===== src/rcb_pkg.sv =====
// shared constants for the radio coexistence and bit stream port
package rcb_pkg;
   // system clock and stream bit clock
   localparam int CLK_SYS_HZ = 50_000_000;
   localparam int STREAM_BIT_HZ = 1_000_000;
   localparam int BIT_CYCLES = CLK_SYS_HZ / STREAM_BIT_HZ;
   localparam int HALF_CYCLES = BIT_CYCLES / 2;
   localparam logic [5:0] DIV_LAST = 6'(BIT_CYCLES - 1);
   localparam logic [5:0] DIV_RISE = 6'(HALF_CYCLES);
   // lead times ahead of a radio event, in ns
   localparam int WARN_LEAD_NS = 10_000;
   localparam int ACTIVE_LEAD_NS = 1_000;
   localparam int WARN_CYCLES = (WARN_LEAD_NS * (CLK_SYS_HZ / 1_000_000)
      + 999) / 1000;
   localparam int ACTIVE_CYCLES = (ACTIVE_LEAD_NS * (CLK_SYS_HZ / 1_000_000)
      + 999) / 1000;
   localparam logic [9:0] WARN_LOAD = 10'(WARN_CYCLES - 1);
   localparam logic [9:0] ACTIVE_LOAD = 10'(ACTIVE_CYCLES - 1);
   // stream word: data byte plus start-of-frame flag
   localparam int BYTE_W = 8;
   localparam int WORD_W = BYTE_W + 1;
   localparam int FIFO_DEPTH = 8;
   localparam logic [3:0] BITS_PER_BYTE = 4'h8;
   // bit positions of the far end observation vector
   localparam int SEEN_W = 7;
   localparam int SEEN_ACTIVE = 0;
   localparam int SEEN_STATUS = 1;
   localparam int SEEN_PRIO = 2;
   localparam int SEEN_WARN = 3;
   localparam int SEEN_RX_SEL = 4;
   localparam int SEEN_TX_SEL = 5;
   localparam int SEEN_EXT_OSC = 6;
   // radio event sequencer states
   typedef enum logic [3:0] {
      EVT_IDLE = 4'b0001,
      EVT_WARN = 4'b0010,
      EVT_LEAD = 4'b0100,
      EVT_RUN = 4'b1000
   } rcb_evt_t;
endpackage


===== src/rcb_link_if.sv =====
// pins between the radio device and its external partners
`timescale 1ns/1ps
interface rcb_link_if;
   logic radio_active_out;
   logic stream_bit_clock;
   logic stream_bit_data;
   logic stream_frame_mark;
   logic radio_txrx_indicator;
   logic radio_priority_out;
   logic radio_pre_event_warning;
   logic radio_inhibit_in;
   logic antenna_grant_in;
   logic fem_rx_select;
   logic fem_tx_select;
   logic internal_osc_request_in;
   logic external_osc_request_out;
   logic ref_clock_out_enable;
   logic ref_clock_out;
   // documented radio end
   modport dev (
      output radio_active_out, stream_bit_clock, stream_bit_data,
      output stream_frame_mark, radio_txrx_indicator, radio_priority_out,
      output radio_pre_event_warning, fem_rx_select, fem_tx_select,
      output external_osc_request_out, ref_clock_out,
      input radio_inhibit_in, antenna_grant_in, internal_osc_request_in,
      input ref_clock_out_enable
   );
   // external radio, front end and capture logic
   modport far (
      input radio_active_out, stream_bit_clock, stream_bit_data,
      input stream_frame_mark, radio_txrx_indicator, radio_priority_out,
      input radio_pre_event_warning, fem_rx_select, fem_tx_select,
      input external_osc_request_out, ref_clock_out,
      output radio_inhibit_in, antenna_grant_in, internal_osc_request_in,
      output ref_clock_out_enable
   );
endinterface


===== src/rcb_device.sv =====
// radio end: event sequencing, coexistence pins and bit stream output
// Summary of operation
// - activity high before and throughout each event
// - stream clock at 1 MHz, data synchronous
// - capture samples frame and data rising edge
// - packet shifted out serially, LSB first
// - frame mark high marks reception start
// - status shows rx or tx event
// - priority out for high priority events
// - early warning pulse ahead of event
// - inhibit input stops all radio activity
// - grant input says antenna is available
// - front end rx and tx selects
// - oscillator request turns on radio oscillator
// - external oscillator request for radio or system
// - reference clock out only while enabled
`timescale 1ns/1ps
module rcb_device
   import rcb_pkg::*;
(
   input wire logic clk_sys, // system clock
   input wire logic arst_n, // async reset, active low
   rcb_link_if.dev link, // pins toward partners
   input wire logic bit_stream_mode, // stream port enabled
   input wire logic evt_req, // start a radio event
   input wire logic evt_is_tx, // event transmits
   input wire logic evt_high_prio, // event is high priority
   input wire logic evt_end, // running event is done
   output logic evt_busy, // sequencer not idle
   output logic evt_aborted, // pulse: event stopped by inhibit
   input wire logic sw_status_take, // software owns status pin
   input wire logic sw_status_value, // status value from software
   input wire logic needs_ext_osc, // radio wants external osc
   input wire logic sys_on_radio_osc, // system clocked from radio osc
   input wire logic ref_clk_src, // reference clock from oscillator
   output logic rf_osc_on, // internal radio oscillator on
   input wire logic [BYTE_W-1:0] rx_wdata, // received packet byte
   input wire logic rx_wfirst, // byte opens a packet
   input wire logic rx_wvalid, // byte offered
   output logic rx_wready // byte accepted
);
   rcb_evt_t st_q;
   logic [9:0] cnt_q;
   logic tx_q;
   logic prio_q;
   logic inh_s1_q, inh_s2_q;
   logic gnt_s1_q, gnt_s2_q;
   logic osc_s1_q, osc_s2_q;
   logic ren_s1_q, ren_s2_q;
   logic ref_s1_q, ref_s2_q;
   logic [5:0] div_q;
   logic bclk_q;
   logic fall;
   logic [BYTE_W-1:0] sh_q;
   logic [3:0] bits_q;
   logic data_q;
   logic frame_q;
   logic can_stream;
   logic fifo_pop;
   logic [WORD_W-1:0] head;
   logic head_valid;
   logic active_q, status_q, pri_q, warn_q, rxs_q, txs_q, xosc_q, refo_q;
   logic abort_q;

   // two-flop synchronisers for pins from outside
   always_ff @(posedge clk_sys or negedge arst_n) begin
      if (!arst_n) begin
         inh_s1_q <= 1'b0;
         inh_s2_q <= 1'b0;
         gnt_s1_q <= 1'b0;
         gnt_s2_q <= 1'b0;
         osc_s1_q <= 1'b0;
         osc_s2_q <= 1'b0;
         ren_s1_q <= 1'b0;
         ren_s2_q <= 1'b0;
         ref_s1_q <= 1'b0;
         ref_s2_q <= 1'b0;
      end else begin
         inh_s1_q <= link.radio_inhibit_in;
         inh_s2_q <= inh_s1_q;
         gnt_s1_q <= link.antenna_grant_in;
         gnt_s2_q <= gnt_s1_q;
         osc_s1_q <= link.internal_osc_request_in;
         osc_s2_q <= osc_s1_q;
         ren_s1_q <= link.ref_clock_out_enable;
         ren_s2_q <= ren_s1_q;
         ref_s1_q <= ref_clk_src;
         ref_s2_q <= ref_s1_q;
      end
   end

   // event sequencer: warning, lead-in, run
   always_ff @(posedge clk_sys or negedge arst_n) begin
      if (!arst_n) begin
         st_q <= EVT_IDLE;
         cnt_q <= '0;
         tx_q <= 1'b0;
         prio_q <= 1'b0;
         abort_q <= 1'b0;
      end else begin
         abort_q <= 1'b0;
         if (inh_s2_q && st_q != EVT_IDLE) begin
            st_q <= EVT_IDLE;
            abort_q <= 1'b1;
         end else begin
            case (st_q)
               EVT_IDLE: begin
                  if (evt_req && !inh_s2_q) begin
                     st_q <= EVT_WARN;
                     cnt_q <= WARN_LOAD;
                     tx_q <= evt_is_tx;
                     prio_q <= evt_high_prio;
                  end
               end
               EVT_WARN: begin
                  if (cnt_q == '0) begin
                     st_q <= EVT_LEAD;
                     cnt_q <= ACTIVE_LOAD;
                  end else begin
                     cnt_q <= cnt_q - 1'b1;
                  end
               end
               EVT_LEAD: begin
                  if (cnt_q != '0) begin
                     cnt_q <= cnt_q - 1'b1;
                  end else if (!tx_q || gnt_s2_q) begin
                     st_q <= EVT_RUN;
                  end
               end
               EVT_RUN: begin
                  if (evt_end) begin
                     st_q <= EVT_IDLE;
                  end
               end
               default: begin
                  st_q <= EVT_IDLE;
               end
            endcase
         end
      end
   end

   // registered coexistence and front end pins
   always_ff @(posedge clk_sys or negedge arst_n) begin
      if (!arst_n) begin
         active_q <= 1'b0;
         status_q <= 1'b0;
         pri_q <= 1'b0;
         warn_q <= 1'b0;
         rxs_q <= 1'b0;
         txs_q <= 1'b0;
         xosc_q <= 1'b0;
         refo_q <= 1'b0;
      end else begin
         active_q <= (st_q == EVT_LEAD) || (st_q == EVT_RUN);
         if (sw_status_take) begin
            status_q <= sw_status_value;
         end else begin
            status_q <= st_q == EVT_RUN;
         end
         pri_q <= prio_q && st_q != EVT_IDLE && st_q != EVT_WARN;
         warn_q <= st_q == EVT_WARN;
         rxs_q <= st_q == EVT_RUN && !tx_q;
         txs_q <= st_q == EVT_RUN && tx_q;
         xosc_q <= needs_ext_osc || sys_on_radio_osc;
         refo_q <= ref_s2_q && ren_s2_q;
      end
   end

   // 1 MHz stream bit clock divider
   always_ff @(posedge clk_sys or negedge arst_n) begin
      if (!arst_n) begin
         div_q <= '0;
         bclk_q <= 1'b0;
      end else if (!bit_stream_mode) begin
         div_q <= '0;
         bclk_q <= 1'b0;
      end else begin
         div_q <= (div_q == DIV_LAST) ? 6'h00 : div_q + 6'h01;
         if (div_q == DIV_RISE - 6'h01) begin
            bclk_q <= 1'b1;
         end else if (div_q == DIV_LAST) begin
            bclk_q <= 1'b0;
         end
      end
   end

   // data changes on the falling edge, stable at the rising one
   assign fall = bit_stream_mode && div_q == DIV_LAST;
   assign can_stream = bit_stream_mode && st_q == EVT_RUN && !tx_q &&
      !inh_s2_q;
   assign fifo_pop = fall && can_stream && bits_q <= 4'h1;

   // packet buffer between receiver and stream shifter
   rcb_fifo #(
      .WIDTH(WORD_W),
      .DEPTH(FIFO_DEPTH)
   ) u_fifo (
      .clk_sys(clk_sys),
      .arst_n(arst_n),
      .in_data({rx_wfirst, rx_wdata}),
      .in_valid(rx_wvalid),
      .in_ready(rx_wready),
      .out_data(head),
      .out_valid(head_valid),
      .out_ready(fifo_pop)
   );

   // stream shifter, least significant bit first
   always_ff @(posedge clk_sys or negedge arst_n) begin
      if (!arst_n) begin
         sh_q <= '0;
         bits_q <= '0;
         data_q <= 1'b0;
         frame_q <= 1'b0;
      end else if (!can_stream) begin
         bits_q <= '0;
         data_q <= 1'b0;
         frame_q <= 1'b0;
      end else if (fall) begin
         if (bits_q > 4'h1) begin
            data_q <= sh_q[1];
            sh_q <= sh_q >> 1;
            bits_q <= bits_q - 4'h1;
            frame_q <= 1'b0;
         end else if (head_valid) begin
            sh_q <= head[BYTE_W-1:0];
            data_q <= head[0];
            frame_q <= head[BYTE_W];
            bits_q <= BITS_PER_BYTE;
         end else begin
            bits_q <= '0;
            data_q <= 1'b0;
            frame_q <= 1'b0;
         end
      end
   end

   // pin and user outputs
   assign link.radio_active_out = active_q;
   assign link.stream_bit_clock = bclk_q;
   assign link.stream_bit_data = data_q;
   assign link.stream_frame_mark = frame_q;
   assign link.radio_txrx_indicator = status_q;
   assign link.radio_priority_out = pri_q;
   assign link.radio_pre_event_warning = warn_q;
   assign link.fem_rx_select = rxs_q;
   assign link.fem_tx_select = txs_q;
   assign link.external_osc_request_out = xosc_q;
   assign link.ref_clock_out = refo_q;
   assign rf_osc_on = osc_s2_q;
   assign evt_busy = st_q != EVT_IDLE;
   assign evt_aborted = abort_q;
endmodule


===== src/rcb_fifo.sv =====
// small synchronous fifo with valid and ready on both sides
`timescale 1ns/1ps
module rcb_fifo #(
   parameter int WIDTH = 9,
   parameter int DEPTH = 8
) (
   input wire logic clk_sys, // system clock
   input wire logic arst_n, // async reset, active low
   input wire logic [WIDTH-1:0] in_data, // write word
   input wire logic in_valid, // write request
   output logic in_ready, // room available
   output logic [WIDTH-1:0] out_data, // head word
   output logic out_valid, // head word present
   input wire logic out_ready // head word taken
);
   localparam int AW = $clog2(DEPTH);
   logic [WIDTH-1:0] mem_q [DEPTH];
   logic [AW:0] wr_q;
   logic [AW:0] rd_q;
   logic push;
   logic pop;

   // full when pointers differ only in the wrap bit
   assign in_ready = (wr_q ^ rd_q) != {1'b1, {AW{1'b0}}};
   assign out_valid = wr_q != rd_q;
   assign out_data = mem_q[rd_q[AW-1:0]];
   assign push = in_valid && in_ready;
   assign pop = out_valid && out_ready;

   // storage array
   always_ff @(posedge clk_sys) begin
      if (push) begin
         mem_q[wr_q[AW-1:0]] <= in_data;
      end
   end

   // pointers
   always_ff @(posedge clk_sys or negedge arst_n) begin
      if (!arst_n) begin
         wr_q <= '0;
         rd_q <= '0;
      end else begin
         if (push) begin
            wr_q <= wr_q + 1'b1;
         end
         if (pop) begin
            rd_q <= rd_q + 1'b1;
         end
      end
   end
endmodule


===== src/flat_wrapper.sv =====
// flat-port wrapper written by rule: the top's interface ports become plain ports
module rcb_device_flat import rcb_pkg::*;
  (clk_sys, arst_n, bit_stream_mode, evt_req, evt_is_tx, evt_high_prio, evt_end, evt_busy, evt_aborted, sw_status_take, sw_status_value, needs_ext_osc, sys_on_radio_osc, ref_clk_src, rf_osc_on, rx_wdata, rx_wfirst, rx_wvalid, rx_wready, link_radio_active_out, link_stream_bit_clock, link_stream_bit_data, link_stream_frame_mark, link_radio_txrx_indicator, link_radio_priority_out, link_radio_pre_event_warning, link_fem_rx_select, link_fem_tx_select, link_external_osc_request_out, link_ref_clock_out, link_radio_inhibit_in, link_antenna_grant_in, link_internal_osc_request_in, link_ref_clock_out_enable);
  rcb_link_if link_i ();
  input wire logic clk_sys;
  input wire logic arst_n;
  input wire logic bit_stream_mode;
  input wire logic evt_req;
  input wire logic evt_is_tx;
  input wire logic evt_high_prio;
  input wire logic evt_end;
  output logic evt_busy;
  output logic evt_aborted;
  input wire logic sw_status_take;
  input wire logic sw_status_value;
  input wire logic needs_ext_osc;
  input wire logic sys_on_radio_osc;
  input wire logic ref_clk_src;
  output logic rf_osc_on;
  input wire logic [BYTE_W-1:0] rx_wdata;
  input wire logic rx_wfirst;
  input wire logic rx_wvalid;
  output logic rx_wready;
  output wire logic [$bits(link_i.radio_active_out)-1:0] link_radio_active_out;
  output wire logic [$bits(link_i.stream_bit_clock)-1:0] link_stream_bit_clock;
  output wire logic [$bits(link_i.stream_bit_data)-1:0] link_stream_bit_data;
  output wire logic [$bits(link_i.stream_frame_mark)-1:0] link_stream_frame_mark;
  output wire logic [$bits(link_i.radio_txrx_indicator)-1:0] link_radio_txrx_indicator;
  output wire logic [$bits(link_i.radio_priority_out)-1:0] link_radio_priority_out;
  output wire logic [$bits(link_i.radio_pre_event_warning)-1:0] link_radio_pre_event_warning;
  output wire logic [$bits(link_i.fem_rx_select)-1:0] link_fem_rx_select;
  output wire logic [$bits(link_i.fem_tx_select)-1:0] link_fem_tx_select;
  output wire logic [$bits(link_i.external_osc_request_out)-1:0] link_external_osc_request_out;
  output wire logic [$bits(link_i.ref_clock_out)-1:0] link_ref_clock_out;
  input wire logic [$bits(link_i.radio_inhibit_in)-1:0] link_radio_inhibit_in;
  input wire logic [$bits(link_i.antenna_grant_in)-1:0] link_antenna_grant_in;
  input wire logic [$bits(link_i.internal_osc_request_in)-1:0] link_internal_osc_request_in;
  input wire logic [$bits(link_i.ref_clock_out_enable)-1:0] link_ref_clock_out_enable;
  assign link_radio_active_out = link_i.radio_active_out;
  assign link_stream_bit_clock = link_i.stream_bit_clock;
  assign link_stream_bit_data = link_i.stream_bit_data;
  assign link_stream_frame_mark = link_i.stream_frame_mark;
  assign link_radio_txrx_indicator = link_i.radio_txrx_indicator;
  assign link_radio_priority_out = link_i.radio_priority_out;
  assign link_radio_pre_event_warning = link_i.radio_pre_event_warning;
  assign link_fem_rx_select = link_i.fem_rx_select;
  assign link_fem_tx_select = link_i.fem_tx_select;
  assign link_external_osc_request_out = link_i.external_osc_request_out;
  assign link_ref_clock_out = link_i.ref_clock_out;
  assign link_i.radio_inhibit_in = link_radio_inhibit_in;
  assign link_i.antenna_grant_in = link_antenna_grant_in;
  assign link_i.internal_osc_request_in = link_internal_osc_request_in;
  assign link_i.ref_clock_out_enable = link_ref_clock_out_enable;
  rcb_device u_core (.clk_sys(clk_sys), .arst_n(arst_n), .link(link_i), .bit_stream_mode(bit_stream_mode), .evt_req(evt_req), .evt_is_tx(evt_is_tx), .evt_high_prio(evt_high_prio), .evt_end(evt_end), .evt_busy(evt_busy), .evt_aborted(evt_aborted), .sw_status_take(sw_status_take), .sw_status_value(sw_status_value), .needs_ext_osc(needs_ext_osc), .sys_on_radio_osc(sys_on_radio_osc), .ref_clk_src(ref_clk_src), .rf_osc_on(rf_osc_on), .rx_wdata(rx_wdata), .rx_wfirst(rx_wfirst), .rx_wvalid(rx_wvalid), .rx_wready(rx_wready));
endmodule

===== config.mk =====
export PLATFORM = sky130hd
export DESIGN_NAME = rcb_device_flat
export DESIGN_NICKNAME = d
export VERILOG_FILES = /design/src/rcb_pkg.sv /design/src/rcb_link_if.sv /design/src/rcb_device.sv /design/src/rcb_fifo.sv /design/src/flat_wrapper.sv
export SDC_FILE = /design/constraint.sdc
export NUM_CORES = 1
export LEC_CHECK = 0
export BUFFER_PORTS_ARGS = -buffer_cell sky130_fd_sc_hd__buf_2
export CAP_MARGIN = 20
export CORE_ASPECT_RATIO = 1.4
export CORE_MARGIN = 2
export CORE_UTILIZATION = 55
export DETAILED_ROUTE_END_ITERATION = 10
export PLACE_DENSITY = 0.74
export SLEW_MARGIN = 5
export SYNTH_ARGS = -nofsm -noshare
export SYNTH_HDL_FRONTEND = slang
export SYNTH_HIERARCHICAL = 1
export SYNTH_SLANG_ARGS = --single-unit

===== constraint.sdc =====
create_clock -name clk_sys -period 3.3 [get_ports clk_sys]
set_clock_uncertainty 0.2 [all_clocks]
set_input_delay 0.495 -clock clk_sys [delete_from_list [all_inputs] [get_ports clk_sys]]
set_output_delay 0.495 -clock clk_sys [all_outputs]
set_load 0.01 [all_outputs]

==> results of run 1 <==
## worst reg2reg max path, delay by kind of cell, from the launching register on
kind	cells	cell delay, ns
flops	1	0.50
mux	1	0.34
compound gates	1	0.20
simple gates	3	1.57
## registers in the layout, indices dropped and copies added, names as in the netlist, 4 cells and up
signal / cells
u_core/sh_q: 7
u_core/bits_q: 4
u_core/div_q: 6
u_core/cnt_q: 10
u_core/u_fifo/wr_q: 4
u_core/u_fifo/rd_q: 4
u_core/u_fifo/mem_q: 72
u_core/st_q: 4
## per-stage QoR
step / hold WS (ns) / cell area (um^2)
after detailed placement: 0.135 / 6300
after global routing: 0.0608 / 6940
final: 0.0424 / 6940
after global placement: 0.133 / 6300
after CTS: 0.0570 / 6940
after floorplan: -0.000591 / 5920
## where the power goes
part | total [W] | internal [W] | switching (W)
sequential | 0.00207 | 0.00197 | 0.000106
clock | 0.00182 | 0.00112 | 0.000705
combinational | 0.000512 | 0.000196 | 0.000315
## final cells by class
| class | instances | area (um^2) | area share (%) |
|---|---|---|---|
| timing repair buffer | 58 | 348 | 5.02 |
| tap | 138 | 173 | 2.49 |
| inverter | 14 | 52.6 | 0.758 |
| multi-input combinational | 236 | 2040 | 29.4 |
| sequential | 135 | 3740 | 53.9 |
| clock buffer | 19 | 433 | 6.24 |
| clock inverter | 13 | 148 | 2.13 |
## logic make-up (layout without fill, tap and decap cells)
family / Yosys count / count (layout) / synth area share [%]
buffers and inverters: 30 / 104 / 2.41
flip-flops: 135 / 135 / 63.2
multiplexers: 44 / 44 / 11.8
AND/OR/NAND/NOR: 115 / 115 / 11.0
AO/OA/AOI/OAI: 55 / 55 / 7.29
adder cells (fa/ha/maj): 8 / 8 / 1.69
XOR/XNOR: 14 / 14 / 2.64
## layout by cell type (no fill, tap or decap), types with 7 or more instances in the layout
cell type	instances
a21oi_1	14
buf_2	40
buf_4	13
clkbuf_16	17
dfrtp_1	62
edfxtp_1	72
ha_1	8
inv_1	14
mux2_2	24
mux4_2	18
nand2_1	20
nand3_1	8
nand4_1	7
nor2_1	27
nor3_1	11
o21ai_0	8
xnor2_1	8
## per-layer routing
layer / wire [um] / share of wire [%] / up-vias
met4: 220 / 2.0 / 0
li1: - / - / 1664
met1: 4430 / 40 / 1798
met2: 6040 / 54 / 97
met3: 484 / 4.3 / 21
met5: 0 / 0 / -
## worst paths after layout
| check | from | end | cells after the start |
|---|---|---|---|
| min reg2reg | u_core/osc_s1_q$_DFF_PN0_ | u_core/rf_osc_on$_DFF_PN0_ | 0 |
| min | arst_n | u_core/div_q[1]$_DFF_PN0_ | 2 |
| max in group asynchronous | arst_n | u_core/link.stream_bit_clock$_DFFE_PN0P_ | 2 |
| max reg2reg | u_core/st_q[2]$_DFFE_PN0P_ | u_core/u_fifo/rd_q[1]$_DFFE_PN0P_ | 5 |
| min in group clk_sys | needs_ext_osc | u_core/link.external_osc_request_out$_DFF_PN0_ | 2 |
| max | u_core/st_q[2]$_DFFE_PN0P_ | u_core/u_fifo/rd_q[1]$_DFFE_PN0P_ | 5 |
## timing repair
item,4_1_cts,5_1_grt
setup endpoints to repair,0,0
hold buffers,5,0
hold endpoints to repair,5,0
resized for setup,0,0
==> impl_metrics.json, run 1 <==
{
  "drtIter0Drc": 280,
  "stdcell_count": 613,
  "startpoint_type": "flop",
  "path_delay_family": "simple AND/OR/NAND/NOR gates",
  "numCtsBuffers": 17,
  "cts.sinks": 135,
  "report.final.slew_viol_count": 0,
  "grt_util_met1_pct": 23.8,
  "p_total_w": 0.00441,
  "path_buf_inv": 0,
  "power_density_nw_per_um2": 636,
  "gp_congestion": 0.897,
  "hold_path_class": "in -> async",
  "cp-end-kind": "flop",
  "worst_pin_slew_ns": 0.969,
  "nets": 496,
  "routedWlPerCell_um": 18.2,
  "start_util_pct": 56.9,
  "dp_slack_ns": 0.393,
  "rsz0062_at_grt": "no",
  "status": "finished clean",
  "drive_gt1_share_pct": 30.1,
  "synth_fp_nets": 435,
  "synth_flop_cell": "edfxtp_1",
  "cpMaxStageDelayCell": "or4b_4",
  "synthTopCellsByArea": "edfxtp_1 37%, dfrtp_1 26%, mux4_2 6.8%",
  "yosysMostFrequentCell": "edfxtp_1",
  "crit_path_max_fanout": 12,
  "cts_tree": "yes",
  "worst_skew_pair.late_latency_ns": 0.41,
  "finalHoldViolations": 0,
  "gr-total-overflow": 0,
  "grtUsageMet2_pct": 37.1,
  "synth_top_area_share_pct": 36.5,
  "cts-root-buf": "clkbuf_16",
  "ir_drop_uv": 471,
  "setup_viol": 0,
  "ys_async_sr_fraction_pct": 46.7,
  "fin_ws_ns": 0.364,
  "fill_cells": 708,
  "r2r_slack_ns": 0.36,
  "crit_required_ns": 3.39,
  "finalCriticalPeriod_ns": 2.94,
  "via_per_inst": 5.84,
  "dpl.hpwl_mm": 7.23,
  "num_rows": 44,
  "netlist_instances": 401,
  "synthTopCellsByCount": "72 x edfxtp_1, 62 x dfrtp_1, 27 x nor2_1",
  "path_clk_slew_ns": 0.06,
  "fin_crit_sh_pct": 89.0,
  "routed_wl_mm": 11.2,
  "grt_max_degree": 64,
  "die_x_um": 91.7,
  "slowest_delay_ns": 0.58,
  "clk_path_buf_depth": 2,
  "final_util_pct": 66.7,
  "path_class": "reg -> reg",
  "core-area_um2": 10400,
  "synth_top_area_cell": "edfxtp_1",
  "crit_path_frequent_cell": "or4b_4",
  "ys_ff_latch": 135,
  "worstPathArrival_ns": 3.03,
  "grt-busiest-layer": "met2",
  "drt-pass1-iter-count": 4,
  "grt_pass1_vias": 3709,
  "drc": 0,
  "num_vias": 3580,
  "synth_area_um2": 5920,
  "io_pins": 41,
  "fmax_ghz": 0.341,
  "grt_pass1_wl_mm": 18.4,
  "cts_setup_buffers": 0,
  "slew_headroom_pct": 35.2,
  "crit_chain": "or4b_4 > or4b_4 > nor3_1 > o41ai_2 > mux2_1",
  "syn_avg_cell_area_um2": 14.8,
  "htreeDepth": 4,
  "ant_nets": 0,
  "area_growth_pct": 17.2,
  "antenna_found_initial": 0,
  "synth.distinct_cells": 62,
  "synth_edf_count": 72,
  "n_antenna_cell": 0,
  "fp.dieH_um": 127,
  "ys_warn_count": 6,
  "met3_usage_pct": 5.58,
  "dp.cells": 576,
  "track_usage_pct": 20.9,
  "yosysSeqAreaShare_pct": 63.2,
  "fin_setup_tns_ns": 0,
  "leakagePower_nw": 2.61,
  "drv_cap": 0,
  "die-area_um2": 11600,
  "portBuffers": 40
}
(Power assumes the default switching activity.)
==> run 2, diff against run 1 <==
--- a/config.mk
+++ b/config.mk
@@ -11,7 +11,7 @@
 export CORE_MARGIN = 2
 export CORE_UTILIZATION = 55
 export DETAILED_ROUTE_END_ITERATION = 10
-export PLACE_DENSITY = 0.74
+export PLACE_DENSITY_LB_ADDON = 0.12
 export SLEW_MARGIN = 5
 export SYNTH_ARGS = -nofsm -noshare
 export SYNTH_HDL_FRONTEND = slang
==> run 2 against run 1 <==
Compared with the run above:
- sequential cell count stayed put
- sequential share of layout area is 0.36 points lower
- hold slack better by 0.035 ns
- routed wire length hardly changed
- clock power is 4% higher
- combinational power hardly changed
- clock-buffer cell count is 1 lower
- total power is 1.7% higher
- cell area is 0.67% higher
- setup slack better by 0.077 ns
- core utilization is 0.45 points higher
- critical endpoint unchanged
- highest routed layer unchanged
==> impl_metrics.json, run 2 (synthesized netlist as in run 1, its figures left out) <==
{
  "fin_ws_ns": 0.441,
  "drive_gt1_share_pct": 30.1,
  "leakagePower_nw": 2.63,
  "grt_max_degree": 36,
  "postCtsResizedCells": 0,
  "p_switching_w": 0.00112,
  "portBuffers": 40,
  "path_class": "reg -> reg",
  "area_growth_pct": 18.0,
  "worst_skew_pair.late_latency_ns": 0.41,
  "io_pins": 41,
  "dp_slack_ns": 0.450,
  "p_int_w": 0.00336,
  "combPwrFrac_pct": 11.4,
  "hold_path_class": "in -> reg",
  "routedWlPerCell_um": 18.1,
  "dpl.hpwl_mm": 7.34,
  "n_antenna_cell": 0,
  "via_per_inst": 5.90,
  "start_util_pct": 56.9,
  "seq_power_share_pct": 46.2,
  "mostFrequentLayoutCell": "edfxtp_1",
  "nets": 499,
  "cts_tree": "yes",
  "fin_crit_sh_pct": 86.6,
  "slew_headroom_pct": 27.9,
  "drtIter0Drc": 170,
  "crit_required_ns": 3.39,
  "cp-end-kind": "flop",
  "gr-total-overflow": 0,
  "drc": 0,
  "grt_pass1_wl_mm": 18.2,
  "gp_congestion": 0.888,
  "routed_wl_mm": 11.2,
  "path_clk_slew_ns": 0.06,
  "final_util_pct": 67.1,
  "clk_path_buf_depth": 2,
  "ant_nets": 0,
  "fin_setup_tns_ns": 0,
  "cts_setup_buffers": 0,
  "antenna_found_initial": 0,
  "num_rows": 44,
  "power_density_nw_per_um2": 642,
  "largest_register_ffs": 72,
  "fp.dieH_um": 127,
  "numCtsBuffers": 17,
  "worst_pin_slew_ns": 1.08,
  "report.final.slew_viol_count": 0,
  "htreeDepth": 4,
  "worstPathArrival_ns": 2.95,
  "cts.sinks": 135,
  "core-area_um2": 10400,
  "ir_drop_uv": 589,
  "switching_share_pct": 25.1,
  "p_clk_share_pct": 42.4,
  "finalHoldViolations": 0,
  "track_usage_pct": 20.7,
  "grt_pass1_vias": 3679,
  "drt-pass1-iter-count": 4,
  "drv_cap": 0,
  "die_x_um": 91.7,
  "crit_path_max_fanout": 11,
  "setup_viol": 0,
  "fill_cells": 724,
  "most-common-layout-cells": "72 x edfxtp_1, 62 x dfrtp_1, 40 x buf_2",
  "hold_path_depth": 2,
  "cts-root-buf": "clkbuf_16",
  "status": "finished clean",
  "ctsHoldBuffers": 6,
  "r2r_cells": 5,
  "startpoint_type": "flop",
  "finalCriticalPeriod_ns": 2.86,
  "fmax_ghz": 0.350,
  "rsz0062_at_grt": "no",
  "num_vias": 3632,
  "r2r_slack_ns": 0.44,
  "die-area_um2": 11600
}
## run 2: changes by cell type in the layout (fill, tap and decap cells not counted), sizes merged
cell | before | now
buf | 53 | 55
bufinv | 2 | 3
clkbuf | 19 | 18
clkinvlp | 4 | 3
dlygate4sd3 | 5 | 6
inv | 17 | 18
## run 2: power groups by stage
| stage | combinational, W | clock (W) | sequential, W |
|---|---|---|---|
| final | 0.000511 | 0.00190 | 0.00207 |
| after global routing | 0.000568 | 0.00201 | 0.00209 |
| after global placement | 0.000500 | 0 | 0.00209 |
| after detailed placement | 0.000505 | 0 | 0.00210 |
| after floorplan | 0.000379 | 0 | 0.00205 |
| after CTS | 0.000518 | 0.00194 | 0.00207 |
## run 2: layout make-up
cell class                      instances  area, um^2  area share, %
Sequential cell                       135        3740           53.6
Multi-Input combinational cell        236        2040           29.2
Clock buffer                           18         429           6.15
Timing Repair Buffer                   61         373           5.34
Clock inverter                         14         173           2.47
Tap cell                              138         173           2.47
Inverter                               14        52.6          0.753
## run 2: path summary, 6_finish.rpt
check	startpoint	end
max	u_core/st_q[3]$_DFFE_PN0P_	u_core/u_fifo/rd_q[1]$_DFFE_PN0P_
min	needs_ext_osc	u_core/link.external_osc_request_out$_DFF_PN0_
max reg2reg	u_core/st_q[3]$_DFFE_PN0P_	u_core/u_fifo/rd_q[1]$_DFFE_PN0P_
min reg2reg	u_core/ref_s1_q$_DFF_PN0_	u_core/ref_s2_q$_DFF_PN0_
max in group asynchronous	arst_n	u_core/st_q[0]$_DFFE_PN1P_
min in group asynchronous	arst_n	u_core/div_q[3]$_DFF_PN0_
## run 2: critical path, stage by stage, from the launching register on
cell     delay (ns)
dfrtp_1        0.50
or4b_4         0.55
or4b_4         0.59
nor3_1         0.39
o41ai_2        0.18
mux2_1         0.34
## run 2: per-layer routing
| metal | vias to the layer above | wire (um) | track usage [%] |
|---|---|---|---|
| li1 | 1677 | - | - |
| met4 | 0 | 140 | 7.13 |
| met1 | 1845 | 4510 | 24.5 |
| met3 | 17 | 437 | 4.99 |
| met2 | 93 | 6080 | 36.7 |
| met5 | - | 0 | 0 |
## run 2: per-stage QoR
stage,hold slack (ns),instance area [um^2],total power [W],instances
CTS,0.0601,6970,0.00453,615
detailed placement,0.136,6310,0.00261,577
floorplan,-0.000591,5920,0.00243,401
global route,0.0610,6980,0.00467,616
global placement,0.133,6310,0.00259,577
finish,0.0770,6980,0.00448,616
